--- config.mk ---
export PLATFORM = sky130hd
export DESIGN_NAME = cut_length_virtual_master_setup
export DESIGN_NICKNAME = d
export VERILOG_FILES = /design/src/hw/cutlen_pkg.sv /design/src/hw/cut_length_virtual_master_setup.sv /design/src/hw/serial_divider.sv /design/src/hw/speed_ramp.sv
export VERILOG_INCLUDE_DIRS = /design/src /design/src/hw
export SDC_FILE = /design/constraint.sdc
export NUM_CORES = 2
export LEC_CHECK = 0
export ABC_AREA = 1
export BUFFER_PORTS_ARGS = -buffer_cell sky130_fd_sc_hd__buf_2
export CAP_MARGIN = 20
export CORE_AREA = 2 2 417 419
export CTS_BUF_LIST = sky130_fd_sc_hd__clkbuf_4
export CTS_CLUSTER_SIZE = 25
export DETAILED_ROUTE_END_ITERATION = 16
export DIE_AREA = 0 0 419 421
export GPL_TIMING_DRIVEN = 0
export HOLD_SLACK_MARGIN = 0.12
export PLACE_DENSITY = 0.46
export SYNTH_ARGS = -nofsm -noshare
export SYNTH_HDL_FRONTEND = slang
export SYNTH_SLANG_ARGS = --single-unit
--- constraint.sdc ---
create_clock -name i_mclk -period 8.2 [get_ports i_mclk]
set_input_delay 1.23 -clock i_mclk [delete_from_list [all_inputs] [get_ports i_mclk]]
set_output_delay 1.23 -clock i_mclk [all_outputs]
set_load 0.05 [all_outputs]
--- src/hw/cutlen_defines.svh ---
// constants: register offsets, field positions, reset values, timing
`ifndef CUTLEN_DEFINES_SVH
`define CUTLEN_DEFINES_SVH

// -----------------------------------------------------------------
// register indexes on the plain port
// -----------------------------------------------------------------
`define ADR_CUT_LEN 4'h0
`define ADR_TEST_LEN 4'h1
`define ADR_SPEED_SP 4'h2
`define ADR_CIRC 4'h3
`define ADR_PPR 4'h4
`define ADR_RAMP 4'h5
`define ADR_MAX_SPEED 4'h6
`define ADR_CTRL 4'h7
`define ADR_STATUS 4'h8
`define ADR_CUT_EDGES 4'h9
`define ADR_VM_UNITS 4'hA

// -----------------------------------------------------------------
// fields, ranges and reset values
// -----------------------------------------------------------------
`define CTRL_MULT_LSB 0
`define STAT_TEST_BIT 0
`define STAT_BUSY_BIT 1
`define STAT_MOVING_BIT 2
`define LEN_MIN 32'h0000_0001
`define LEN_MAX 32'h000F_423F
`define SPEED_MAX 32'h0098_967F
`define CIRC_MAX 32'h0001_869F
`define PPR_MAX 32'h000F_423F
`define RAMP_MAX 32'h0000_03E7
`define RST_LEN 20'h003E8
`define RST_CIRC 17'h003E8
`define RST_PPR 20'h01000
`define RST_SPEED 24'h000000
`define RST_MAX_SPEED 24'h0F4240
`define RST_RAMP 10'h000

// -----------------------------------------------------------------
// timing
// -----------------------------------------------------------------
`define CLK_HZ 100000000
`define VM_RESOLUTION 10000
`define VM_UNIT_CYCLES (`CLK_HZ / `VM_RESOLUTION)

`endif

--- src/hw/cutlen_pkg.sv ---
// types shared by the cut length and virtual master logic
package cutlen_pkg;

	typedef enum logic [2:0] {
		EDGE_X1 = 3'b001,
		EDGE_X2 = 3'b010,
		EDGE_X4 = 3'b100
	} edge_mult_e;

	typedef enum logic [2:0] {
		PRF_IDLE = 3'b001,
		PRF_START = 3'b010,
		PRF_WAIT = 3'b100
	} prof_e;

	typedef struct packed {
		logic [19:0] cut_len_p;
		logic [19:0] test_len_p;
		logic [16:0] circ_p;
		logic [19:0] ppr_p;
		logic [19:0] len_a;
		logic [16:0] circ_a;
		logic [19:0] ppr_a;
		logic test_a;
		logic [23:0] speed_sp;
		logic [23:0] max_speed;
		logic [9:0] ramp_s;
		edge_mult_e mult;
		logic test_req;
		logic cut_prev;
		logic a_prev;
		logic b_prev;
		logic [31:0] line_edges;
		prof_e prof;
		logic busy;
		logic [39:0] cut_edges;
		logic spd_req;
		logic [13:0] vm_target;
		logic [31:0] rdata;
	} top_state_s;

endpackage

--- src/hw/cut_length_virtual_master_setup.sv ---
// cut length selection, deferred parameters, line scaling, virtual master
//
// What this block does
// (RULE_01) length, circumference and pulse writes wait pending until next cutting pulse; speed, ramp and ctrl writes act at once
// (RULE_02) profile computed in sync zone after cut
// (RULE_03) select low cuts normal length 1..999999
// (RULE_04) test length when select high or latched
// (RULE_05) speed setpoint 0..9999999, clamped to max
// (RULE_06) internal speed step is max/10000
// (RULE_07) circumference setting 1..99999 length units
// (RULE_08) pulses per rev count x1/x2/x4 edges
// (RULE_09) ramp time 0..999 s, standstill to max
// (RULE_10) linear ramp; zero ramp steps immediately
//
// The address-and-strobe port and the placing of the registers were decided locally.
`timescale 1ns/1ps
`include "cutlen_defines.svh"
module cut_length_virtual_master_setup
	import cutlen_pkg::*;
#(
	parameter int UNIT_CYCLES = `VM_UNIT_CYCLES
) (
	// clock and reset
	input wire logic i_mclk,
	input wire logic i_rst_n,
	// register port
	input wire logic [3:0] i_addr,
	input wire logic [31:0] i_wdata,
	input wire logic i_wr,
	input wire logic i_rd,
	output logic [31:0] o_rdata,
	// control inputs and line encoder
	input wire logic i_cut_pulse,
	input wire logic i_test_sel,
	input wire logic i_enc_a,
	input wire logic i_enc_b,
	// profile results
	output logic [39:0] o_cut_edges,
	output logic o_test_cut,
	output logic o_profile_busy,
	output logic [31:0] o_line_edges,
	// virtual master
	output logic [13:0] o_vm_units,
	output logic o_vm_moving
);

	if (UNIT_CYCLES < 1) begin : g_bad_param
		$error("cut_length_virtual_master_setup: UNIT_CYCLES < 1");
	end

	// -------------------------------------------------------------
	// range limiting of written values
	// -------------------------------------------------------------
	function automatic logic [31:0] limit(input logic [31:0] v,
			input logic [31:0] lo, input logic [31:0] hi);
		logic [31:0] r;
		r = v;
		if (v < lo) begin
			r = lo;
		end else if (v > hi) begin
			r = hi;
		end
		return r;
	endfunction

	function automatic edge_mult_e mult_dec(input logic [1:0] code);
		edge_mult_e m;
		unique case (code)
			2'h1: m = EDGE_X2;
			2'h2: m = EDGE_X4;
			default: m = EDGE_X1;
		endcase
		return m;
	endfunction

	function automatic logic [1:0] mult_enc(input edge_mult_e m);
		logic [1:0] c;
		unique case (m)
			EDGE_X2: c = 2'h1;
			EDGE_X4: c = 2'h2;
			default: c = 2'h0;
		endcase
		return c;
	endfunction

	top_state_s s_q;
	top_state_s s_d;

	// -------------------------------------------------------------
	// divider and ramp hookups
	// -------------------------------------------------------------
	logic prof_start;
	logic [39:0] prof_num;
	logic [39:0] prof_den;
	logic prof_done;
	logic [39:0] prof_quot;
	logic spd_start;
	logic spd_busy;
	logic spd_done;
	logic [39:0] spd_num;
	logic [39:0] spd_quot;
	logic [23:0] spd_eff;
	logic [13:0] vm_speed;
	logic vm_moving;

	// -------------------------------------------------------------
	// dividers and ramp
	// -------------------------------------------------------------
	assign prof_start = (s_q.prof == PRF_START);
	// edges per cut = length * pulses per rev / circumference
	assign prof_num = 40'(s_q.len_a) * 40'(s_q.ppr_a); // RULE_08
	assign prof_den = 40'(s_q.circ_a); // RULE_07

	serial_divider #(
		.W(40)
	) u_prof_div (
		.i_mclk(i_mclk),
		.i_rst_n(i_rst_n),
		.i_start(prof_start),
		.i_num(prof_num),
		.i_den(prof_den),
		.o_busy(),
		.o_done(prof_done),
		.o_quot(prof_quot)
	);

	// effective setpoint clamped to max line speed
	assign spd_eff = (s_q.speed_sp > s_q.max_speed) ?
		s_q.max_speed : s_q.speed_sp; // RULE_05
	assign spd_num = 40'(spd_eff) * 40'(`VM_RESOLUTION); // RULE_06
	assign spd_start = s_q.spd_req && !spd_busy;

	serial_divider #(
		.W(40)
	) u_spd_div (
		.i_mclk(i_mclk),
		.i_rst_n(i_rst_n),
		.i_start(spd_start),
		.i_num(spd_num),
		.i_den(40'(s_q.max_speed)),
		.o_busy(spd_busy),
		.o_done(spd_done),
		.o_quot(spd_quot)
	);

	speed_ramp #(
		.RES(`VM_RESOLUTION),
		.UNIT_CYCLES(UNIT_CYCLES)
	) u_ramp (
		.i_mclk(i_mclk),
		.i_rst_n(i_rst_n),
		.i_target(s_q.vm_target),
		.i_ramp_s(s_q.ramp_s),
		.o_speed(vm_speed),
		.o_moving(vm_moving)
	);

	// -------------------------------------------------------------
	// next state
	// -------------------------------------------------------------
	always_comb begin
		logic cut;
		logic a_edge;
		logic b_edge;
		logic step;
		logic up;
		logic [31:0] wv;
		cut = i_cut_pulse && !s_q.cut_prev;
		a_edge = i_enc_a ^ s_q.a_prev;
		b_edge = i_enc_b ^ s_q.b_prev;
		step = 1'b0;
		up = 1'b0;
		wv = i_wdata;
		s_d = s_q;
		s_d.cut_prev = i_cut_pulse;
		s_d.a_prev = i_enc_a;
		s_d.b_prev = i_enc_b;

		// -----------------------------------------------------
		// encoder edges after multiplication
		// -----------------------------------------------------
		unique case (s_q.mult)
			EDGE_X1: begin
				step = a_edge && i_enc_a; // RULE_08
				up = !i_enc_b;
			end
			EDGE_X2: begin
				step = a_edge; // RULE_08
				up = i_enc_a ^ i_enc_b;
			end
			EDGE_X4: begin
				step = a_edge || b_edge; // RULE_08
				up = a_edge ? (i_enc_a ^ i_enc_b) :
					!(i_enc_a ^ i_enc_b);
			end
			default: begin
				step = 1'b0;
				up = 1'b0;
			end
		endcase
		if (step) begin
			s_d.line_edges = up ? s_q.line_edges + 32'h1 :
				s_q.line_edges - 32'h1;
		end

		// -----------------------------------------------------
		// test request held until the next cut
		// -----------------------------------------------------
		if (i_test_sel) begin
			s_d.test_req = 1'b1; // RULE_04
		end

		// -----------------------------------------------------
		// length, circumference and pulse writes go to the pending set; speed, ramp and ctrl writes act at once
		// -----------------------------------------------------
		if (i_wr) begin
			unique case (i_addr)
				`ADR_CUT_LEN: s_d.cut_len_p =
					20'(limit(wv, `LEN_MIN, `LEN_MAX)); // RULE_01
				`ADR_TEST_LEN: s_d.test_len_p =
					20'(limit(wv, `LEN_MIN, `LEN_MAX)); // RULE_01
				`ADR_CIRC: s_d.circ_p =
					17'(limit(wv, `LEN_MIN, `CIRC_MAX)); // RULE_07
				`ADR_PPR: s_d.ppr_p =
					20'(limit(wv, `LEN_MIN, `PPR_MAX)); // RULE_08
				`ADR_SPEED_SP: begin
					s_d.speed_sp = 24'(limit(wv, 32'h0, `SPEED_MAX)); // RULE_05
					s_d.spd_req = 1'b1;
				end
				`ADR_MAX_SPEED: begin
					s_d.max_speed = 24'(limit(wv, 32'h0, `SPEED_MAX));
					s_d.spd_req = 1'b1;
				end
				`ADR_RAMP: s_d.ramp_s =
					10'(limit(wv, 32'h0, `RAMP_MAX)); // RULE_09
				`ADR_CTRL: s_d.mult = mult_dec(wv[`CTRL_MULT_LSB +: 2]);
				default: ;
			endcase
		end

		// -----------------------------------------------------
		// scaled speed target, new request wins over the clear
		// -----------------------------------------------------
		if (spd_start && !(i_wr && (i_addr == `ADR_SPEED_SP ||
				i_addr == `ADR_MAX_SPEED))) begin
			s_d.spd_req = 1'b0;
		end
		if (spd_done) begin
			s_d.vm_target = (s_q.max_speed == 24'h0) ? 14'h0 :
				14'(spd_quot); // RULE_06
		end

		// -----------------------------------------------------
		// profile sequence
		// -----------------------------------------------------
		unique case (s_q.prof)
			PRF_IDLE: ;
			PRF_START: s_d.prof = PRF_WAIT;
			PRF_WAIT: begin
				if (prof_done) begin
					s_d.cut_edges = prof_quot; // RULE_02
					s_d.busy = 1'b0;
					s_d.prof = PRF_IDLE;
				end
			end
			default: s_d.prof = PRF_IDLE;
		endcase

		// -----------------------------------------------------
		// cutting pulse: pending values become active
		// -----------------------------------------------------
		if (cut) begin
			s_d.test_a = s_q.test_req || i_test_sel; // RULE_04
			s_d.len_a = (s_q.test_req || i_test_sel) ?
				s_d.test_len_p : s_d.cut_len_p; // RULE_03
			s_d.circ_a = s_d.circ_p; // RULE_01
			s_d.ppr_a = s_d.ppr_p; // RULE_01
			s_d.test_req = i_test_sel;
			s_d.line_edges = 32'h0;
			s_d.busy = 1'b1;
			s_d.prof = PRF_START; // RULE_02
		end

		// -----------------------------------------------------
		// read data stands for one cycle only
		// -----------------------------------------------------
		s_d.rdata = 32'h0;
		if (i_rd) begin
			unique case (i_addr)
				`ADR_CUT_LEN: s_d.rdata = 32'(s_q.cut_len_p);
				`ADR_TEST_LEN: s_d.rdata = 32'(s_q.test_len_p);
				`ADR_SPEED_SP: s_d.rdata = 32'(s_q.speed_sp);
				`ADR_CIRC: s_d.rdata = 32'(s_q.circ_p);
				`ADR_PPR: s_d.rdata = 32'(s_q.ppr_p);
				`ADR_RAMP: s_d.rdata = 32'(s_q.ramp_s);
				`ADR_MAX_SPEED: s_d.rdata = 32'(s_q.max_speed);
				`ADR_CTRL: s_d.rdata = 32'(mult_enc(s_q.mult));
				`ADR_STATUS: begin
					s_d.rdata[`STAT_TEST_BIT] = s_q.test_a;
					s_d.rdata[`STAT_BUSY_BIT] = s_q.busy;
					s_d.rdata[`STAT_MOVING_BIT] = vm_moving;
				end
				`ADR_CUT_EDGES: s_d.rdata = s_q.cut_edges[31:0];
				`ADR_VM_UNITS: s_d.rdata = 32'(vm_speed);
				default: s_d.rdata = 32'h0;
			endcase
		end
	end

	// -------------------------------------------------------------
	// state register
	// -------------------------------------------------------------
	always_ff @(posedge i_mclk) begin
		if (!i_rst_n) begin
			s_q <= '0;
			s_q.cut_len_p <= `RST_LEN;
			s_q.test_len_p <= `RST_LEN;
			s_q.circ_p <= `RST_CIRC;
			s_q.ppr_p <= `RST_PPR;
			s_q.len_a <= `RST_LEN;
			s_q.circ_a <= `RST_CIRC;
			s_q.ppr_a <= `RST_PPR;
			s_q.speed_sp <= `RST_SPEED;
			s_q.max_speed <= `RST_MAX_SPEED;
			s_q.ramp_s <= `RST_RAMP;
			s_q.mult <= EDGE_X1;
			s_q.prof <= PRF_IDLE;
		end else begin
			s_q <= s_d;
		end
	end

	// -------------------------------------------------------------
	// outputs
	// -------------------------------------------------------------
	assign o_rdata = s_q.rdata;
	assign o_cut_edges = s_q.cut_edges;
	assign o_test_cut = s_q.test_a;
	assign o_profile_busy = s_q.busy;
	assign o_line_edges = s_q.line_edges;
	assign o_vm_units = vm_speed;
	assign o_vm_moving = vm_moving;

endmodule

--- src/hw/serial_divider.sv ---
// restoring divider, one quotient bit per clock
`timescale 1ns/1ps
module serial_divider #(
	parameter int W = 40
) (
	// clock and reset
	input wire logic i_mclk,
	input wire logic i_rst_n,
	// request
	input wire logic i_start,
	input wire logic [W-1:0] i_num,
	input wire logic [W-1:0] i_den,
	// result
	output logic o_busy,
	output logic o_done,
	output logic [W-1:0] o_quot
);

	localparam int CW = $clog2(W + 1);

	if (W < 2) begin : g_bad_width
		$error("serial_divider: W must be at least 2");
	end

	typedef struct packed {
		logic busy;
		logic done;
		logic [CW-1:0] cnt;
		logic [W:0] rem;
		logic [W-1:0] quo;
		logic [W-1:0] den;
	} div_s;

	div_s s_q;
	div_s s_d;

	always_comb begin
		logic [W:0] sh;
		sh = '0;
		s_d = s_q;
		s_d.done = 1'b0;
		if (i_start) begin
			s_d.busy = 1'b1;
			s_d.quo = i_num;
			s_d.rem = '0;
			s_d.den = i_den;
			s_d.cnt = CW'(W);
		end else if (s_q.busy) begin
			sh = {s_q.rem[W-1:0], s_q.quo[W-1]};
			if (s_q.den != '0 && sh >= {1'b0, s_q.den}) begin
				s_d.rem = sh - {1'b0, s_q.den};
				s_d.quo = {s_q.quo[W-2:0], 1'b1};
			end else begin
				s_d.rem = sh;
				s_d.quo = {s_q.quo[W-2:0], 1'b0};
			end
			s_d.cnt = s_q.cnt - CW'(1);
			if (s_q.cnt == CW'(1)) begin
				s_d.busy = 1'b0;
				s_d.done = 1'b1;
			end
		end
	end

	always_ff @(posedge i_mclk) begin
		if (!i_rst_n) begin
			s_q <= '0;
		end else begin
			s_q <= s_d;
		end
	end

	assign o_busy = s_q.busy;
	assign o_done = s_q.done;
	assign o_quot = s_q.quo;

endmodule

--- src/hw/speed_ramp.sv ---
// linear ramp of the virtual master speed, in 1/10000 of max speed
`timescale 1ns/1ps
module speed_ramp #(
	parameter int RES = 10000,
	parameter int UNIT_CYCLES = 10000
) (
	// clock and reset
	input wire logic i_mclk,
	input wire logic i_rst_n,
	// settings
	input wire logic [13:0] i_target,
	input wire logic [9:0] i_ramp_s,
	// speed
	output logic [13:0] o_speed,
	output logic o_moving
);

	if (RES < 1 || RES > 16383 || UNIT_CYCLES < 1) begin : g_bad_param
		$error("speed_ramp: resolution or unit cycles out of range");
	end

	typedef struct packed {
		logic [33:0] cnt;
		logic [13:0] speed;
		logic moving;
	} ramp_s_s;

	ramp_s_s s_q;
	ramp_s_s s_d;

	always_comb begin
		logic [33:0] period;
		period = 34'(i_ramp_s) * 34'(UNIT_CYCLES);
		s_d = s_q;
		if (i_ramp_s == 10'h000) begin
			s_d.speed = i_target; // RULE_10
			s_d.cnt = '0;
		end else if (s_q.speed == i_target) begin
			s_d.cnt = '0;
		end else if (s_q.cnt + 34'h1 >= period) begin
			s_d.cnt = '0;
			// one unit per step: full range over ramp time
			if (s_q.speed < i_target) begin
				s_d.speed = s_q.speed + 14'h1; // RULE_09
			end else begin
				s_d.speed = s_q.speed - 14'h1; // RULE_09
			end
		end else begin
			s_d.cnt = s_q.cnt + 34'h1; // RULE_10
		end
		s_d.moving = (s_d.speed != 14'h0);
	end

	always_ff @(posedge i_mclk) begin
		if (!i_rst_n) begin
			s_q <= '0;
		end else begin
			s_q <= s_d;
		end
	end

	assign o_speed = s_q.speed;
	assign o_moving = s_q.moving;

endmodule

[Word-level counts from Yosys, hierarchy flattened]
Index checks and enable logic that the tools add are counted.
Storage, ports and cells
  logic and storage cells: 184
  bits in registers: 591
Operators by class
  $mul: 3
  reduce and logical (&&, ||, !) cells: 44
  mux-type cells: 44
  $lt $le $gt $ge: 11
  eq/ne operators: 24
  bitwise operators: 7
  add/sub/neg operators: 9
Operators with widths (number)
  29-bit case mux with 9 select lines: 1
  89-bit 2-to-1 mux: 2
  87-bit 2-to-1 mux: 2
  81-bit 2-to-1 mux: 2
  20-bit 2-to-1 mux: 6
  40-bit nonzero test: 2
  77-bit 2-to-1 mux: 1
  24-bit 2-to-1 mux: 3
  14-bit 2-to-1 mux: 5
  32-bit by 1-bit less-than comparator with 1-bit output, second input constant: 2
  17-bit 2-to-1 mux: 3
  44-bit 2-to-1 mux: 1
  41-bit by 17-bit >= comparator with 1-bit output: 1
  41-bit by 24-bit >= comparator with 1-bit output: 1
  41-bit 2-to-1 mux: 1
  41-bit by 17-bit subtractor with 41-bit output: 1
  41-bit by 24-bit subtractor with 41-bit output: 1
  20-bit by 20-bit multiplier with 40-bit output: 1
  34-bit by 1-bit adder with 34-bit output, second input constant: 1
  34-bit by 24-bit >= comparator with 1-bit output: 1
  24-bit by 10-bit multiplier with 34-bit output, second input constant: 1
  3-bit case mux with 11 select lines: 1
  32-bit by 1-bit adder with 32-bit output, second input constant: 1
  32-bit by 10-bit > comparator with 1-bit output, second input constant: 1
  47 further kinds: 100

[Depth between registers and ports, before layout]
  depth in word-level cells: 6
  gate-level depth with buffers: 41
  depth with buffers taken out: 40

[Hierarchy]
A second synthesis with hierarchy kept.
Second synthesis, totals
  cells, all modules: 8802
  area total of the unflattened synthesis: 59433.3 um^2
Modules (own cells, without submodules)
  cut_length_virtual_master_setup: area each 35365.2 um^2, cells each 4952, times used 1
  serial_divider: area each 9064.9 um^2, cells each 1492, times used 2
  speed_ramp: area each 5938.2 um^2, cells each 866, times used 1

[Worst setup path after synthesis]
Ideal clock, no wire load.
  kind: register to register
  from: register s_q[235] in the netlist's numbering
  to: register u_prof_div.s_q (netlist bit u_prof_div.o_quot[32])
  required time: 8.130 ns
  path slack: 1.993 ns
  cell stages (with the launch flop): 29
  clock period less this slack: 6.207 ns
  arrival time: 6.137 ns
  cells stage by stage: dfxtp_1 > clkbuf_1 > nand2_1 > inv_1 > fa_1 > fa_1 > inv_1 > fa_1 > inv_1 > fa_1 > inv_1 > fa_1 > inv_1 > fa_1 > inv_1 > fa_1 > inv_1 > ha_1 > nand2_1 > nor2_1 > inv_1 > nor3_1 > inv_1 > o21ai_0 > a21oi_1 > o21ai_0 > xor2_1 > nand2_1 > a21oi_1
Between the ends
  word-level cells in the longest chain between the ends: 2
RTL lines
  start: declaration: RTL line cut_length_virtual_master_setup.sv:86  | top_state_s s_q;
  20-bit by 20-bit multiplier with 40-bit output: RTL line cut_length_virtual_master_setup.sv:111  | assign prof_num = 40'(s_q.len_a) * 40'(s_q.ppr_a);
  87-bit 2-to-1 mux: RTL line serial_divider.sv:42  | if (i_start) begin
  end signal: assignment: RTL line serial_divider.sv:67  | s_q <= '0;
  end signal: assignment: RTL line serial_divider.sv:69  | s_q <= s_d;
  end: declaration: RTL line serial_divider.sv:34  | div_s s_q;
Every way passes these cells.
A chain may end at the register's enable or synchronous reset.

[Final worst setup path]
  from: register s_q[154] in the netlist's numbering
  to: register u_spd_div.s_q (netlist bit u_spd_div.o_quot[35])
Between the ends
  word-level cells in the longest chain between the ends: 4
RTL lines
  24-bit > comparator: RTL line cut_length_virtual_master_setup.sv:128  | assign spd_eff = (s_q.speed_sp > s_q.max_speed) ?
  24-bit 2-to-1 mux *: RTL line cut_length_virtual_master_setup.sv:128
  24-bit by 10-bit multiplier with 34-bit output *: RTL line cut_length_virtual_master_setup.sv:130  | assign spd_num = 40'(spd_eff) * 40'(`VM_RESOLUTION);
  87-bit 2-to-1 mux *: RTL line serial_divider.sv:42
  end signal: assignment: RTL line serial_divider.sv:67
  end signal: assignment: RTL line serial_divider.sv:69
  end: declaration: RTL line serial_divider.sv:34
Every way passes the cells marked *; elsewhere a longest branch is shown, timed or not.

==> results.json <==
{
  "status": "finished, final reports clean",
  "cp_max_fo": 10,
  "startpoint_type": "flop",
  "finalCritPeriodShare_pct": 95.00,
  "yosys_warnings": 0,
  "crit_path_frequent_cell": "nand2_1",
  "p_per_area_nw_per_um2": 186.5,
  "dr.pass1.iters": 6,
  "die_h_um": 421,
  "numCtsBuffers": 181,
  "synth_top_area_share_pct": 22.95,
  "grt_usage_pct": 22.66,
  "syn_inst": 7083,
  "wl_per_cell_um": 20.21,
  "fin_worst_skew_ns": 0.1556,
  "top_usage_layer": "met2",
  "cts_sinks": 589,
  "cts_tree": "yes",
  "routed_via_density": 4.855,
  "ir_drop_mv": 0.1194,
  "setup.worst_path.class": "reg -> reg",
  "syn_avg_cell_area_um2": 7.254,
  "syn_to_final_growth_pct": 12.12,
  "die_area_um2": 176400,
  "clock_latency_ns": 1.24,
  "required_ns": 9.16,
  "layout-drive-gt1-share_pct": 8.624,
  "slew_violations": 0,
  "antenna_left": 0,
  "cellLeakagePower_uw": 0.02988,
  "synth-main-ff-cell": "dfxtp_1",
  "yosysTopAreaCell": "dfxtp_1",
  "use_met3_pct": 2.848,
  "grt_pass1_vias": 48100,
  "grtUsageMet2_pct": 38.07,
  "whs_ns": 0.3013,
  "io_buffers": 164,
  "rows": 153,
  "vias": 48100,
  "core-area_um2": 172500,
  "nNetsFinal": 8347,
  "remaining_drc_errors": 0,
  "grt_antenna_before_repair": 9,
  "synth_area_leaders": "dfxtp_1, fa_1, ha_1",
  "power.total_uw": 10740,
  "worst_pin_slew_ns": 1.184,
  "cp_slowest_cell": "fa_1",
  "cts_max_level": 4,
  "io_pins": 165,
  "post-synth-top-count-cell": "nand2_1",
  "min_period_ns": 7.790,
  "grt_pass1_wl_um": 302100,
  "fmax_ghz": 0.1284,
  "die_w_um": 419,
  "synthArstFlopShare_pct": 0,
  "cts_root_buffer": "clkbuf_4",
  "dpl.hpwl_um": 164000,
  "worstSetupEndpointType": "flop",
  "ys_ff_latch": 589,
  "drt-initial-drc-count": 3232,
  "grt_start_max_net_pins": 23,
  "place_congestion": 1.005,
  "syn_area_um2": 51380,
  "setup_viol": 0,
  "arrival_ns": 8.75,
  "slowest_delay_ns": 0.58,
  "finalHoldViolations": 0,
  "ys_seq_area_share_pct": 22.95,
  "start_util_pct": 29.79,
  "totalWireLength_um": 200300,
  "r2r_slack_ns": 0.41,
  "use_met1_pct": 28.33,
  "synth.distinct_cells": 61,
  "rsz0062_at_grt": "true",
  "drv_cap": 0,
  "cts_setup_buffers": 0,
  "grt-ovfl-total": 0,
  "yosys-top-cells-count": "nand2_1, inv_1, dfxtp_1",
  "clk_pin_slew_ns": 0.07,
  "relSlewSlack_pct": 21.09,
  "min_path_type": "in -> reg",
  "synth_edf_count": 0,
  "clock_path_buffers": 3
}
## worst paths after layout
check	start	endpoint	depth (start not counted)
setup / recovery	s_q[154]	u_spd_div.o_quot[35]	32
hold / removal	i_enc_a	s_q[124]	3
setup reg to reg	s_q[154]	u_spd_div.o_quot[35]	32
hold reg to reg	s_q[125]	s_q[89]	1
## power breakdown
part	internal, uW	leakage (uW)	switching, uW
combinational	1580	0.0238	3120
sequential	2960	0.00478	134
clock	1430	0.00132	1520
## cells in the final DEF, fill, tap and decap left out, types with 42 or more instances in the layout
master,instances
a21oi_1,553
a31oi_1,109
buf_2,183
buf_4,125
clkbuf_1,232
clkbuf_4,248
clkinv_1,42
dfxtp_1,589
fa_1,400
ha_1,452
inv_1,1398
nand2_1,1411
nand3_1,169
nand4_1,48
nor2_1,460
nor3_1,57
o211ai_1,66
o21ai_0,471
xnor2_1,52
xor2_1,89
## cell families (layout without fill, tap and decap cells)
kind of cell / count (synthesis) / after routing / share of synthesized area [%]
xor+xnor: 141 / 141 / 2.403
buf+inv: 1799 / 2279 / 14.11
compound gates: 1456 / 1456 / 16.11
flops: 589 / 589 / 22.95
fa+ha+maj: 852 / 852 / 26.59
simple gates: 2245 / 2245 / 17.83
other cells: 1 / 20 / 0.007298
## per-stage QoR
step | instance area [um^2] | setup slack (ns) | utilization, % | std cells | setup TNS (ns)
floorplan | 51420 | 1.993 | - | 7092 | 0
global placement | 55150 | 0.1981 | 31.97 | 9581 | 0
detailed placement | 55330 | 0.2924 | 32.08 | 9593 | 0
CTS | 57570 | 0.2280 | 33.38 | 9897 | 0
global route | 57610 | -0.04389 | 33.40 | 9905 | -0.04389
finish | 57610 | 0.4098 | 33.40 | 9907 | 0
## state kept, by name, indices dropped and copies added, names as in the netlist, 17 cells and up
name / flops
prof_den: 17
o_cut_edges: 40
u_spd_div.s_q: 70
s_q: 200
u_prof_div.s_q: 63
u_prof_div.o_quot: 40
u_spd_div.o_quot: 40
o_rdata: 32
u_ramp.s_q: 34
o_line_edges: 32
## routing by layer
metal  part of all wire (%)  vias up
met2                     47     1367
met3                    4.8      356
li1                       -    23260
met5                      0        -
met1                     42    23120
met4                    5.3        0
## critical path, delay by kind of cell (launching register included)
kind	cells	cell delay, ns
DFF	1	0.33
AOI/OAI and AO/OA	4	0.76
buffers and inverters	7	1.40
adders and majority gates	7	2.97
and+or+nand+nor	14	2.11
## cell type report
type	instances	area, um^2
fillers	18910	114900
multi-input cells	4704	32380
flip-flops and latches	589	11790
inverters	1410	5293
well taps	2325	2909
plain buffers	389	1972
clock buffers	248	1862
repair buffers	176	997.2
clock inverters	56	376.6
diodes	10	25.02
## repair_timing
action,in CTS,in global routing
hold buffers,0,0
setup endpoints to repair,0,7
gates resized for setup,0,16
Note: power is estimated with default switching activity, not from simulation.
